==> config.mk <==
export PLATFORM = sky130hd
export DESIGN_NAME = tmw_cmd_exec
export DESIGN_NICKNAME = d
export VERILOG_FILES = /design/src/rtl/tmw_pkg.sv /design/src/rtl/tmw_cmd_exec.sv /design/src/rtl/tmw_lock_store.sv /design/src/rtl/tmw_prog_timer.sv
export SDC_FILE = /design/constraint.sdc
export NUM_CORES = 2
export LEC_CHECK = 0
export ABC_CLOCK_PERIOD_IN_PS = 7400
export BUFFER_PORTS_ARGS = -buffer_cell sky130_fd_sc_hd__buf_2
export CAP_MARGIN = 20
export CORE_MARGIN = 4
export CORE_UTILIZATION = 36
export DETAILED_ROUTE_END_ITERATION = 8
export HOLD_SLACK_MARGIN = 0.08
export PLACE_DENSITY = 0.51
export SYNTH_ARGS = -nofsm -noshare
export SYNTH_HDL_FRONTEND = slang
export SYNTH_SLANG_ARGS = --single-unit
==> constraint.sdc <==
create_clock -name clk_sys_in -period 7.4 [get_ports clk_sys_in]
set_input_delay 1.11 -clock clk_sys_in [delete_from_list [all_inputs] [get_ports clk_sys_in]]
set_output_delay 1.11 -clock clk_sys_in [all_outputs]
set_load 0.01 [all_outputs]
==> src/rtl/tmw_pkg.sv <==
// Constants and types for the tag write and lock command executor.
// Assumes a decoded, checksum-qualified command arrives from a line decoder.
// Overview of operation
// - Status-port read on ID match: enter transfer, return byte
// - Port 0 bit0 transfer bit, bit1 write flag
// - Mismatch, failed checksum or lock outside transfer state: no reply at all
// - Single write, match: transfer state, locked gives error
// - Single write unlocked: acknowledge, then program byte
// - Write-type commands set or clear write flag
// - Single write marks addressed byte lockable
// - Quad write, any byte locked: error, nothing programmed
// - Quad write acknowledges, programs masked bytes B7..B4
// - Quad write marks no byte lockable
// - Lock in transfer state, valid, lockable: ack, program
// - Lock out of range or unlockable: negative acknowledge
// - Protection inquiry answers ack/err by lock and flag
// - Protection inquiry marks queried byte lockable
// - Broadcast write needs no ID, identified or transfer
// - Broadcast write never answers
// - Initialize returns to ready, clears transfer bit, silent
`default_nettype none
package tmw_pkg;
   typedef enum logic [2:0] {
      TMW_CMD_READ_PORT,
      TMW_CMD_WRITE,
      TMW_CMD_QUAD,
      TMW_CMD_LOCK,
      TMW_CMD_QUERY,
      TMW_CMD_BCAST,
      TMW_CMD_INIT
   } tmw_cmd_e;
   typedef enum logic [2:0] {
      TMW_RSP_BYTE,
      TMW_RSP_ACK,
      TMW_RSP_ERR,
      TMW_RSP_ACK_OK,
      TMW_RSP_ACK_NOK,
      TMW_RSP_ERR_OK,
      TMW_RSP_ERR_NOK
   } tmw_rsp_e;
   typedef enum logic [1:0] {
      TMW_ST_READY,
      TMW_ST_IDENT,
      TMW_ST_XFER
   } tmw_tag_e;
   localparam int          TMW_ID_W        = 64;
   localparam int          TMW_ADDR_W      = 8;
   localparam int          TMW_MEM_BYTES   = 256;
   localparam logic [7:0]  TMW_LAST_ADDR   = 8'hFF;
   localparam logic [7:0]  TMW_PORT_STATUS = 8'h00;
   localparam int          TMW_BIT_XFER    = 0;
   localparam int          TMW_BIT_WOK     = 1;
   localparam logic [7:0]  TMW_RSVD_READ   = 8'h00;
   localparam int          TMW_MASK_FIRST  = 7;
   localparam real         TMW_PROG_MS     = 13.3;
   localparam real         TMW_CLK_MHZ     = 20.0;
   localparam int          TMW_PROG_CYC    = int'(TMW_PROG_MS * TMW_CLK_MHZ * 1000.0);
endpackage
`default_nettype wire

==> src/rtl/tmw_cmd_exec.sv <==
// Command executor for status read, write, quad write, lock, inquiry, broadcast.
// Assumes the line decoder supplies a one-cycle command strobe with checked fields.
`default_nettype none
module tmw_cmd_exec
   import tmw_pkg::*;
#(
   parameter logic [TMW_ID_W-1:0] UID_VALUE = 64'h0123456789ABCDEF, // Arbitrary value
   parameter int                  PROG_CYC  = TMW_PROG_CYC
) (
   input  wire logic                 clk_sys_in,
   input  wire logic                 rst_in,
   input  wire logic                 cmd_valid_in,
   output logic                      cmd_ready_out,
   input  wire logic                 cmd_crc_ok_in,
   input  wire tmw_cmd_e             cmd_code_in,
   input  wire logic [TMW_ID_W-1:0]  received_tag_number_in,
   input  wire logic [7:0]           cmd_addr_in,
   input  wire logic [7:0]           cmd_mask_in,
   input  wire logic [31:0]          cmd_data_in,
   input  wire logic                 ident_in,
   output logic                      rsp_valid_out,
   output tmw_rsp_e                  rsp_code_out,
   output logic [7:0]                rsp_byte_out,
   output logic                      nv_we_out,
   output logic [7:0]                nv_addr_out,
   output logic [3:0]                nv_be_out,
   output logic [31:0]               nv_data_out,
   input  wire logic                 nv_ok_in,
   output logic                      transfer_state_sticky_bit_out,
   output logic                      write_ok_out
);

   // ***********************************************************
   // Decode
   // ***********************************************************
   tmw_tag_e    state_q;
   logic [3:0]  locked4;
   logic        lockable;
   logic        busy;
   logic        done;
   logic        id_match;
   logic        take;
   logic        set_lock;
   logic        mark;
   logic        start_prog;
   logic        pend_lock_q;
   logic        pend_wflag_q;
   logic [7:0]  pend_addr_q;
   logic        addr_valid;
   logic [3:0]  sel;

   assign id_match      = (received_tag_number_in == UID_VALUE);
   assign cmd_ready_out = !busy;
   assign take          = cmd_valid_in && cmd_crc_ok_in && !busy;
   assign addr_valid    = (cmd_addr_in <= TMW_LAST_ADDR);
   assign sel           = cmd_mask_in[TMW_MASK_FIRST -: 4];

   tmw_lock_store u_locks (
      .clk_sys_in   (clk_sys_in),
      .rst_in       (rst_in),
      .rd_addr_in   (cmd_addr_in),
      .locked4_out  (locked4),
      .lockable_out (lockable),
      .set_lock_in  (set_lock),
      .lock_addr_in (pend_addr_q),
      .mark_in      (mark),
      .mark_addr_in (cmd_addr_in)
   );

   tmw_prog_timer #(.CYCLES(PROG_CYC)) u_timer (
      .clk_sys_in (clk_sys_in),
      .rst_in     (rst_in),
      .start_in   (start_prog),
      .busy_out   (busy),
      .done_out   (done)
   );

   // ***********************************************************
   // Command evaluation
   // ***********************************************************
   logic     rsp_d;
   tmw_rsp_e code_d;
   logic     xfer_d;
   logic     wflag_d;
   logic     do_prog;
   logic     do_lock;

   always_comb begin
      rsp_d      = 1'b0;
      code_d     = TMW_RSP_BYTE;
      xfer_d     = 1'b0;
      wflag_d    = 1'b0;
      do_prog    = 1'b0;
      do_lock    = 1'b0;
      mark       = 1'b0;
      if (take) begin
         unique case (cmd_code_in)
            TMW_CMD_READ_PORT: if (id_match) begin
               rsp_d  = 1'b1;
               xfer_d = 1'b1;
            end
            TMW_CMD_WRITE: if (id_match) begin
               xfer_d = 1'b1;
               rsp_d  = 1'b1;
               mark   = 1'b1;
               if (locked4[3]) begin
                  code_d  = TMW_RSP_ERR;
                  wflag_d = 1'b1;
               end else begin
                  code_d  = TMW_RSP_ACK;
                  do_prog = 1'b1;
               end
            end
            TMW_CMD_QUAD: if (id_match) begin
               xfer_d = 1'b1;
               rsp_d  = 1'b1;
               if (|locked4) begin
                  code_d  = TMW_RSP_ERR;
                  wflag_d = 1'b1;
               end else begin
                  code_d  = TMW_RSP_ACK;
                  do_prog = 1'b1;
               end
            end
            TMW_CMD_LOCK: if (id_match && state_q == TMW_ST_XFER) begin
               rsp_d = 1'b1;
               if (addr_valid && lockable) begin
                  code_d  = TMW_RSP_ACK;
                  do_lock = 1'b1;
               end else begin
                  code_d  = TMW_RSP_ACK_NOK;
                  wflag_d = 1'b1;
               end
            end
            TMW_CMD_QUERY: if (id_match) begin
               xfer_d = 1'b1;
               rsp_d  = 1'b1;
               mark   = 1'b1;
               if (locked4[3]) begin
                  code_d = write_ok_out ? TMW_RSP_ERR_OK : TMW_RSP_ERR_NOK;
               end else begin
                  code_d = write_ok_out ? TMW_RSP_ACK_OK : TMW_RSP_ACK_NOK;
               end
            end
            TMW_CMD_BCAST: if (state_q != TMW_ST_READY || ident_in) begin
               if (locked4[3]) begin
                  wflag_d = 1'b1;
               end else begin
                  do_prog = 1'b1;
               end
            end
            TMW_CMD_INIT: ;
            default: ;
         endcase
      end
   end

   assign start_prog = do_prog || do_lock;

   // ***********************************************************
   // Tag state and transfer bit
   // ***********************************************************
   always_ff @(posedge clk_sys_in) begin
      if (rst_in) begin
         state_q <= TMW_ST_READY;
      end else if (take && cmd_code_in == TMW_CMD_INIT) begin
         state_q <= TMW_ST_READY;
      end else if (xfer_d) begin
         state_q <= TMW_ST_XFER;
      end else if (ident_in && state_q == TMW_ST_READY) begin
         state_q <= TMW_ST_IDENT;
      end
   end
   assign transfer_state_sticky_bit_out = (state_q == TMW_ST_XFER);

   // ***********************************************************
   // Response output
   // ***********************************************************
   always_ff @(posedge clk_sys_in) begin
      if (rst_in) begin
         rsp_valid_out <= 1'b0;
         rsp_code_out  <= TMW_RSP_BYTE;
         rsp_byte_out  <= '0;
      end else begin
         // Broadcast and initialize never reach rsp_d
         rsp_valid_out <= rsp_d;
         rsp_code_out  <= code_d;
         if (cmd_code_in == TMW_CMD_READ_PORT && cmd_addr_in == TMW_PORT_STATUS) begin
            rsp_byte_out <= TMW_RSVD_READ;
            rsp_byte_out[TMW_BIT_XFER] <= xfer_d || transfer_state_sticky_bit_out;
            rsp_byte_out[TMW_BIT_WOK]  <= write_ok_out;
         end else begin
            rsp_byte_out <= TMW_RSVD_READ;
         end
      end
   end

   // ***********************************************************
   // Programming and write flag
   // ***********************************************************
   always_ff @(posedge clk_sys_in) begin
      if (rst_in) begin
         nv_we_out   <= 1'b0;
         nv_addr_out <= '0;
         nv_be_out   <= '0;
         nv_data_out <= '0;
      end else begin
         // Strobe is registered with the response: acknowledge and strobe appear in the same cycle
         nv_we_out <= do_prog;
         if (do_prog) begin
            nv_addr_out <= cmd_addr_in;
            nv_data_out <= cmd_data_in;
            nv_be_out   <= (cmd_code_in == TMW_CMD_QUAD) ? sel : 4'b1000;
         end
      end
   end

   always_ff @(posedge clk_sys_in) begin
      if (rst_in) begin
         pend_lock_q  <= 1'b0;
         pend_wflag_q <= 1'b0;
         pend_addr_q  <= '0;
      end else if (start_prog) begin
         pend_lock_q  <= do_lock;
         pend_wflag_q <= nv_ok_in;
         pend_addr_q  <= cmd_addr_in;
      end else if (done) begin
         pend_lock_q <= 1'b0;
      end
   end
   assign set_lock = done && pend_lock_q && pend_wflag_q;

   always_ff @(posedge clk_sys_in) begin
      if (rst_in) begin
         write_ok_out <= 1'b0;
      end else if (done) begin
         write_ok_out <= pend_wflag_q;
      end else if (wflag_d) begin
         write_ok_out <= 1'b0;
      end
   end
endmodule
`default_nettype wire

==> src/rtl/tmw_lock_store.sv <==
// Per-byte lock bits and lockable marks.
// Assumes the executor drives at most one update of each kind per cycle.
`default_nettype none
module tmw_lock_store
   import tmw_pkg::*;
#(
   parameter int DEPTH = TMW_MEM_BYTES
) (
   input  wire logic             clk_sys_in,
   input  wire logic             rst_in,
   input  wire logic [7:0]       rd_addr_in,
   output logic      [3:0]       locked4_out,
   output logic                  lockable_out,
   input  wire logic             set_lock_in,
   input  wire logic [7:0]       lock_addr_in,
   input  wire logic             mark_in,
   input  wire logic [7:0]       mark_addr_in
);
   initial if (DEPTH != 256) $error("lock store depth must be 256");
   logic [DEPTH-1:0] lock_q;
   logic [DEPTH-1:0] lockable_q;

   always_ff @(posedge clk_sys_in) begin
      if (rst_in) begin
         lock_q <= '0;
      end else if (set_lock_in) begin
         lock_q[lock_addr_in] <= 1'b1;
      end
   end

   // Marks live in volatile state; a new mark replaces nothing else
   always_ff @(posedge clk_sys_in) begin
      if (rst_in) begin
         lockable_q <= '0;
      end else if (mark_in) begin
         lockable_q[mark_addr_in] <= 1'b1;
      end
   end

   always_comb begin
      for (int i = 0; i < 4; i++) begin
         locked4_out[3-i] = lock_q[8'(rd_addr_in + 8'(i))];
      end
      lockable_out = lockable_q[rd_addr_in];
   end
endmodule
`default_nettype wire

==> src/rtl/tmw_prog_timer.sv <==
// Nonvolatile programming timer; busy for the programming time.
// Assumes start is only pulsed while idle.
`default_nettype none
module tmw_prog_timer
   import tmw_pkg::*;
#(
   parameter int CYCLES = TMW_PROG_CYC
) (
   input  wire logic clk_sys_in,
   input  wire logic rst_in,
   input  wire logic start_in,
   output logic      busy_out,
   output logic      done_out
);
   initial if (CYCLES < 1) $error("programming time must be at least one cycle");
   logic [31:0] cnt_q;

   always_ff @(posedge clk_sys_in) begin
      if (rst_in) begin
         cnt_q    <= '0;
         done_out <= 1'b0;
      end else begin
         done_out <= (cnt_q == 32'd1);
         if (start_in) begin
            cnt_q <= 32'(CYCLES);
         end else if (cnt_q != '0) begin
            cnt_q <= cnt_q - 32'd1;
         end
      end
   end
   assign busy_out = (cnt_q != '0) || done_out;
endmodule
`default_nettype wire

# [After elaboration in Yosys (flattened, before gate mapping)]
# Cells that the tools add are included.
[classes] add_sub_neg=4 n_mux=61 n_eq_ne=9 reduce_logical=33 magnitude_cmp=8 bitwise_logic=4
[ops] operator="bitwise OR 256 bit" n=2
[ops] operator="== test 64 x 57 -> 1 bit (second input constant)" n=1
[ops] operator="less-than comparator 8 x 9 -> 1 bit (second input constant)" n=5
[ops] operator="binary-select mux 1 bit (select 8 bit)" n=5
[ops] operator="two-way mux 19 bit" n=2
[ops] operator="two-way mux 1 bit" n=35
[ops] operator="== test 32 x 1 -> 1 bit (second input constant)" n=1
[ops] operator="nonzero test 32 bit" n=1
[ops] operator="subtractor 32 x 1 -> 32 bit (second input constant)" n=1
[ops] operator="adder 8 x 2 -> 8 bit (second input constant)" n=2
[ops] operator="demux 1 bit (select 8 bit)" n=2
[ops] operator=">= comparator 8 x 1 -> 1 bit (second input constant)" n=2
[ops] operator="two-way mux 3 bit" n=5
[ops] operator="two-way mux 2 bit" n=7
[ops] operator="one-hot mux 3 bit (4 select lines)" n=1
[ops] operator="logical AND 1 bit" n=11
[ops] operator="nonzero test 2 bit" n=5
[ops] operator="OR reduction 2 bit" n=5
[ops] operator="== test 3 bit (second input constant)" n=3
[ops] operator="adder 8 x 1 -> 8 bit (second input constant)" n=1
[ops] operator="less-or-equal comparator 8 bit (second input constant)" n=1
[ops] operator="zero test 8 bit" n=1
[ops] operator="OR reduction 4 bit" n=2
[ops] operator="== test 3 x 2 -> 1 bit (second input constant)" n=2
[ops] operator="12 further kinds" n=16
[word_totals] output_inout_bits=60 elab_cells=138 reg_bits=615 in_bits=121

# [Depth between registers and ports, before layout]
[depth] depth_word=10 depth_mapped=25 depth_no_buf=12

# [Cells and area by module]
# From an unflattened synthesis, not the netlist that was laid out.
[hier_totals] cells_unflattened=3305 area_unflattened_um2=31786.7
[modules_own_cells] mod="tmw_lock_store" area_each_um2=26810.7 cells_each=2740 seq_area_each_um2=10249.8 n_inst=1
[modules_own_cells] mod="tmw_cmd_exec" area_each_um2=3171.8 cells_each=362 seq_area_each_um2=1281.2 n_inst=1
[modules_own_cells] mod="tmw_prog_timer" area_each_um2=1804.2 cells_each=203 seq_area_each_um2=660.6 n_inst=1

# [Least setup slack after synthesis]
# No wires, ideal clock.
[synth_path] kind="input to register" startpoint="in cmd_addr_in[0]" endpoint="reg nv_be_out[0]" cell_stages=22 path_buffers=11 required_ps=7277 path_slack_ps=1920 arrival_time_ps=5357 setup_ps=123 path_cell_list="buf_6 inv_2 buf_6 buf_4 buf_2 buf_2 ha_1 buf_2 buf_4 buf_4 mux4_2 mux4_1 o211ai_1 nor2_1 o21ai_0 o211ai_1 nand4bb_1 buf_2 nand3_1 buf_2 buf_6 o22ai_1"
[synth_between] elab_chain_len=8 elab_cells_between_ends=19 cone_classes="add/sub: 3; mux: 15; reduce/logical: 1"
[synth_rtl] element="from (decl)" line="tmw_cmd_exec.sv:17" rtl="input wire logic [7:0] cmd_addr_in,"
[synth_rtl] element="adder 8 x 2 -> 8 bit / adder 8 x 1 -> 8 bit (equally long branches)" line="tmw_lock_store.sv:42" rtl="locked4_out[3-i] = lock_q[8'(rd_addr_in + 8'(i))];"
[synth_rtl] element="binary-select mux 1 bit (select 8 bit)" line="tmw_lock_store.sv:42"
[synth_rtl] element="two-way mux 1 bit (not written as such)" line="tmw_lock_store.sv:42"
[synth_rtl] element="OR reduction 4 bit" line="tmw_cmd_exec.sv:117" rtl="if (|locked4) begin"
[synth_rtl] element="two-way mux 1 bit" line="tmw_cmd_exec.sv:117"
[synth_rtl] element="two-way mux 1 bit" line="tmw_cmd_exec.sv:114" rtl="TMW_CMD_QUAD: if (id_match) begin"
[synth_rtl] element="one-hot mux 1 bit (3 select lines) *" line="tmw_cmd_exec.sv:97" rtl="unique case (cmd_code_in)"
[synth_rtl] element="two-way mux 1 bit *" line="tmw_cmd_exec.sv:96" rtl="if (take) begin"
[synth_rtl] element="to (signal assigned)" line="tmw_cmd_exec.sv:213" rtl="nv_be_out <= (cmd_code_in == TMW_CMD_QUAD) ? sel : 4'b1000;"
[synth_rtl] element="to (decl)" line="tmw_cmd_exec.sv:26" rtl="output logic [3:0] nv_be_out,"
# Mark *: on every way between the ends. The rest lies on a longest branch, timed or not. The select of a mux whose other input is x is not followed.
# A chain may end at the register's enable or synchronous reset.

# [Worst setup path after layout]
[layout_path] startpoint="in cmd_addr_in[0]" endpoint="reg nv_be_out[2]"
# Same word-level chain as after synthesis.

==> summary.txt <==
outcome = completed
Worst R2R Setup Slack = 2.59 ns
crit path DAT = 6.10 ns
Critical Path Source Type = primary input
Post-Route Setup TNS = 0 ns
post-route cell area = 36,400 um2
CP Capture Type = flip-flop
first-pass GRT wire length = 172,000 um
post-synth cell types = 94
initial DRC count = 2,959
synthesized area = 32,200 um2
DRT Pass-1 Iters = 5
cells after synthesis = 3,352
FF-to-FF Start = u_timer.cnt_q[8]$_SDFFE_PP0P_
CTS sink count = 609
share of cells above drive strength 1 = 0.223
Peak VDD IR = 0.000145 V
setup bufs post-CTS = 0
Final ANT Viol Nets = 0
Post-Syn Area per Cell = 9.62 um2
all-layer global routing usage = 0.238
Max Transition Viols Final = 0
post-synthesis sequential area ratio = 0.378
die area = 94,400 um2
pin count of the biggest net entering global routing = 175
H-Tree Depth = 3
WL final = 115,000 um
Setup WS post-layout = 1.84 ns
# fillers = 8,783
asr flop ratio synth = 0
dpl ws = 1.20 ns
Reg2Reg Capture Point = u_locks.lockable_q[20]$_SDFFE_PP0P_
Clock Pin Slew Worst Setup and Hold Paths = 0.06 ns
DRC violations left = 0
initial antenna violation count = 3
Post-Layout Cell Count = 4,634
slew margin rel. = 0.179
Core Box Area = 88,600 um2
Root Driver = clkbuf_16
Synth Register Bits = 609
Pwr per Cell Area = 222 nW/um2
Crit Path Max Fanout = 46
via count = 27,500
final worst path period need = 5.56 ns
IO Count = 181
die width = 307 um
clock skew = 0.0260 ns
Final Cycle Share = 0.751
grt total ovfl = 0
post-cts gate resize count = 0
Synth warnings = 0
crit path kind = primary input to flip-flop
Hold Path Class = flip-flop to flip-flop
CP Launch Point = cmd_addr_in[0]
Main synth FF type = dfxtp_1
fmax = 0.180 GHz
placed cells = 4,504
final RePlAce weighted congestion = 0.928
RSZ-0062 raised after global routing = false
total CTS buffers = 71
CP endpoint = nv_be_out[2]$_SDFFE_PP0P_
Fin. Hold Viols = 0
cts hold-fix bufs = 0
Via density = 5.93
number of global-route vias before repair = 26,100
Port Buffers = 170
Die H = 307 um
Req. time, crit path = 7.94 ns
reg2reg path depth = 11
# setup viols final = 0
worst hold slack = 0.462 ns
Worst-Skew Late Latency = 0.63 ns
Worst-Margin Slew = 1.22 ns
synth-to-layout area growth = 12.9%
Wirelength per Cell = 24.8 um
initial core utilization = 0.364
max cap viols = 0
post-place instance area = 34,000 um2
Post-synth EDFFs = 0
hpwl dp = 74,100 um
Clock Path Buffers = 3
Std-Cell Rows = 109
CTS tree = yes
Nets = 3,552
Leakage = 13.2 nW
## how the worst min path moves through the flow
stage | from | end | cells past startpoint
2_1_floorplan | u_locks.lockable_q[13]$_SDFFE_PP0P_ | u_locks.lockable_q[13]$_SDFFE_PP0P_ | 2
3_3_place_gp | u_locks.lockable_q[53]$_SDFFE_PP0P_ | u_locks.lockable_q[53]$_SDFFE_PP0P_ | 2
3_5_place_dp | u_locks.lockable_q[53]$_SDFFE_PP0P_ | u_locks.lockable_q[53]$_SDFFE_PP0P_ | 2
4_1_cts | u_locks.lockable_q[53]$_SDFFE_PP0P_ | u_locks.lockable_q[53]$_SDFFE_PP0P_ | 2
5_1_grt | nv_addr_out[3]$_SDFFE_PP0P_ | nv_addr_out[3]$_SDFFE_PP0P_ | 2
6_report | nv_data_out[2]$_SDFFE_PP0P_ | nv_data_out[2]$_SDFFE_PP0P_ | 2
## state kept, by name, summed over array words and instances, names as in the netlist, 2 cells and up
register / flops
nv_addr_out: 8
u_locks.lockable_q: 256
rsp_code_out: 3
pend_addr_q: 8
u_locks.lock_q: 256
state_q: 2
nv_be_out: 4
u_timer.cnt_q: 32
rsp_byte_out: 2
nv_data_out: 32
## cell usage after synthesis (31+ instances only)
cell type | n | area [um2]
mux2i_1 | 135 | 1350
nand3_1 | 72 | 360
o22ai_1 | 31 | 194
buf_4 | 44 | 330
nand2_1 | 170 | 638
mux4_2 | 285 | 6420
xnor2_1 | 34 | 298
nor2_1 | 621 | 2330
nor3_1 | 64 | 320
buf_2 | 52 | 260
o21ai_0 | 56 | 280
a21oi_1 | 588 | 2940
clkbuf_1 | 156 | 586
dfxtp_1 | 609 | 12200
## cells by family (layout without fill, tap and decap cells)
group           Yosys count  in the layout  share of synthesized area
compound gates          781            781                      0.133
xor+xnor                 54             54                     0.0156
fa+ha+maj                11             11                    0.00427
buf+inv                 318            426                     0.0538
flops                   609            609                      0.378
mux                     444            444                      0.254
other cells               1             10                   0.000116
simple gates           1134           1134                      0.161
## final cells by class
cell class | instances | area [um2] | area share
well taps | 1165 | 1460 | 0.0400
clock inverters | 18 | 226 | 0.00622
clock buffers | 100 | 2080 | 0.0571
flip-flops and latches | 609 | 12200 | 0.335
repair buffers | 283 | 1810 | 0.0497
inverters | 25 | 97.6 | 0.00268
diodes | 4 | 10.0 | 0.000275
multi-input cells | 2430 | 18500 | 0.509
## power by group
part           switching, W  total (W)  internal (W)
clock               0.00144    0.00353       0.00209
sequential        0.0000607    0.00341       0.00335
combinational      0.000715    0.00113      0.000418
## critical path, stage by stage
cell,delay (ns)
buf_8,0.34
ha_1,0.76
xor2_4,0.81
buf_4,0.43
mux4_2,0.34
mux4_2,0.49
mux2_2,0.31
nand2_1,0.07
a2111o_1,0.15
o21ai_2,0.11
nor4b_2,0.58
nand3_1,0.30
o22ai_1,0.19
## cell usage in the layout, fill, tap and decap left out, drive strengths merged, types with 28 or more instances in the layout
| master | instances |
|---|---|
| buf | 280 |
| o22ai | 31 |
| dfxtp | 609 |
| mux2i | 135 |
| o21ai | 58 |
| xnor2 | 35 |
| clkbuf | 103 |
| nand2 | 170 |
| nand4 | 28 |
| a21oi | 589 |
| mux4 | 294 |
| nor3 | 89 |
| nor2 | 622 |
| nand3 | 73 |
| nand2b | 28 |
## per-layer routing
layer  global-route usage  vias to the layer above  wire length [um]
met2                0.366                     1200             51200
met5                    0                        -                13
met1                0.332                    13600             49300
met4               0.0944                        2              4900
li1                     -                    12400                 -
met3               0.0444                      251              9720
## per-stage QoR
stage / util / total power [W]
global route: 0.411 / 0.00839
floorplan: - / 0.00430
finish: 0.411 / 0.00808
global placement: 0.383 / 0.00461
detailed placement: 0.384 / 0.00461
CTS: 0.410 / 0.00816
Power figures use the tool's default switching activity.
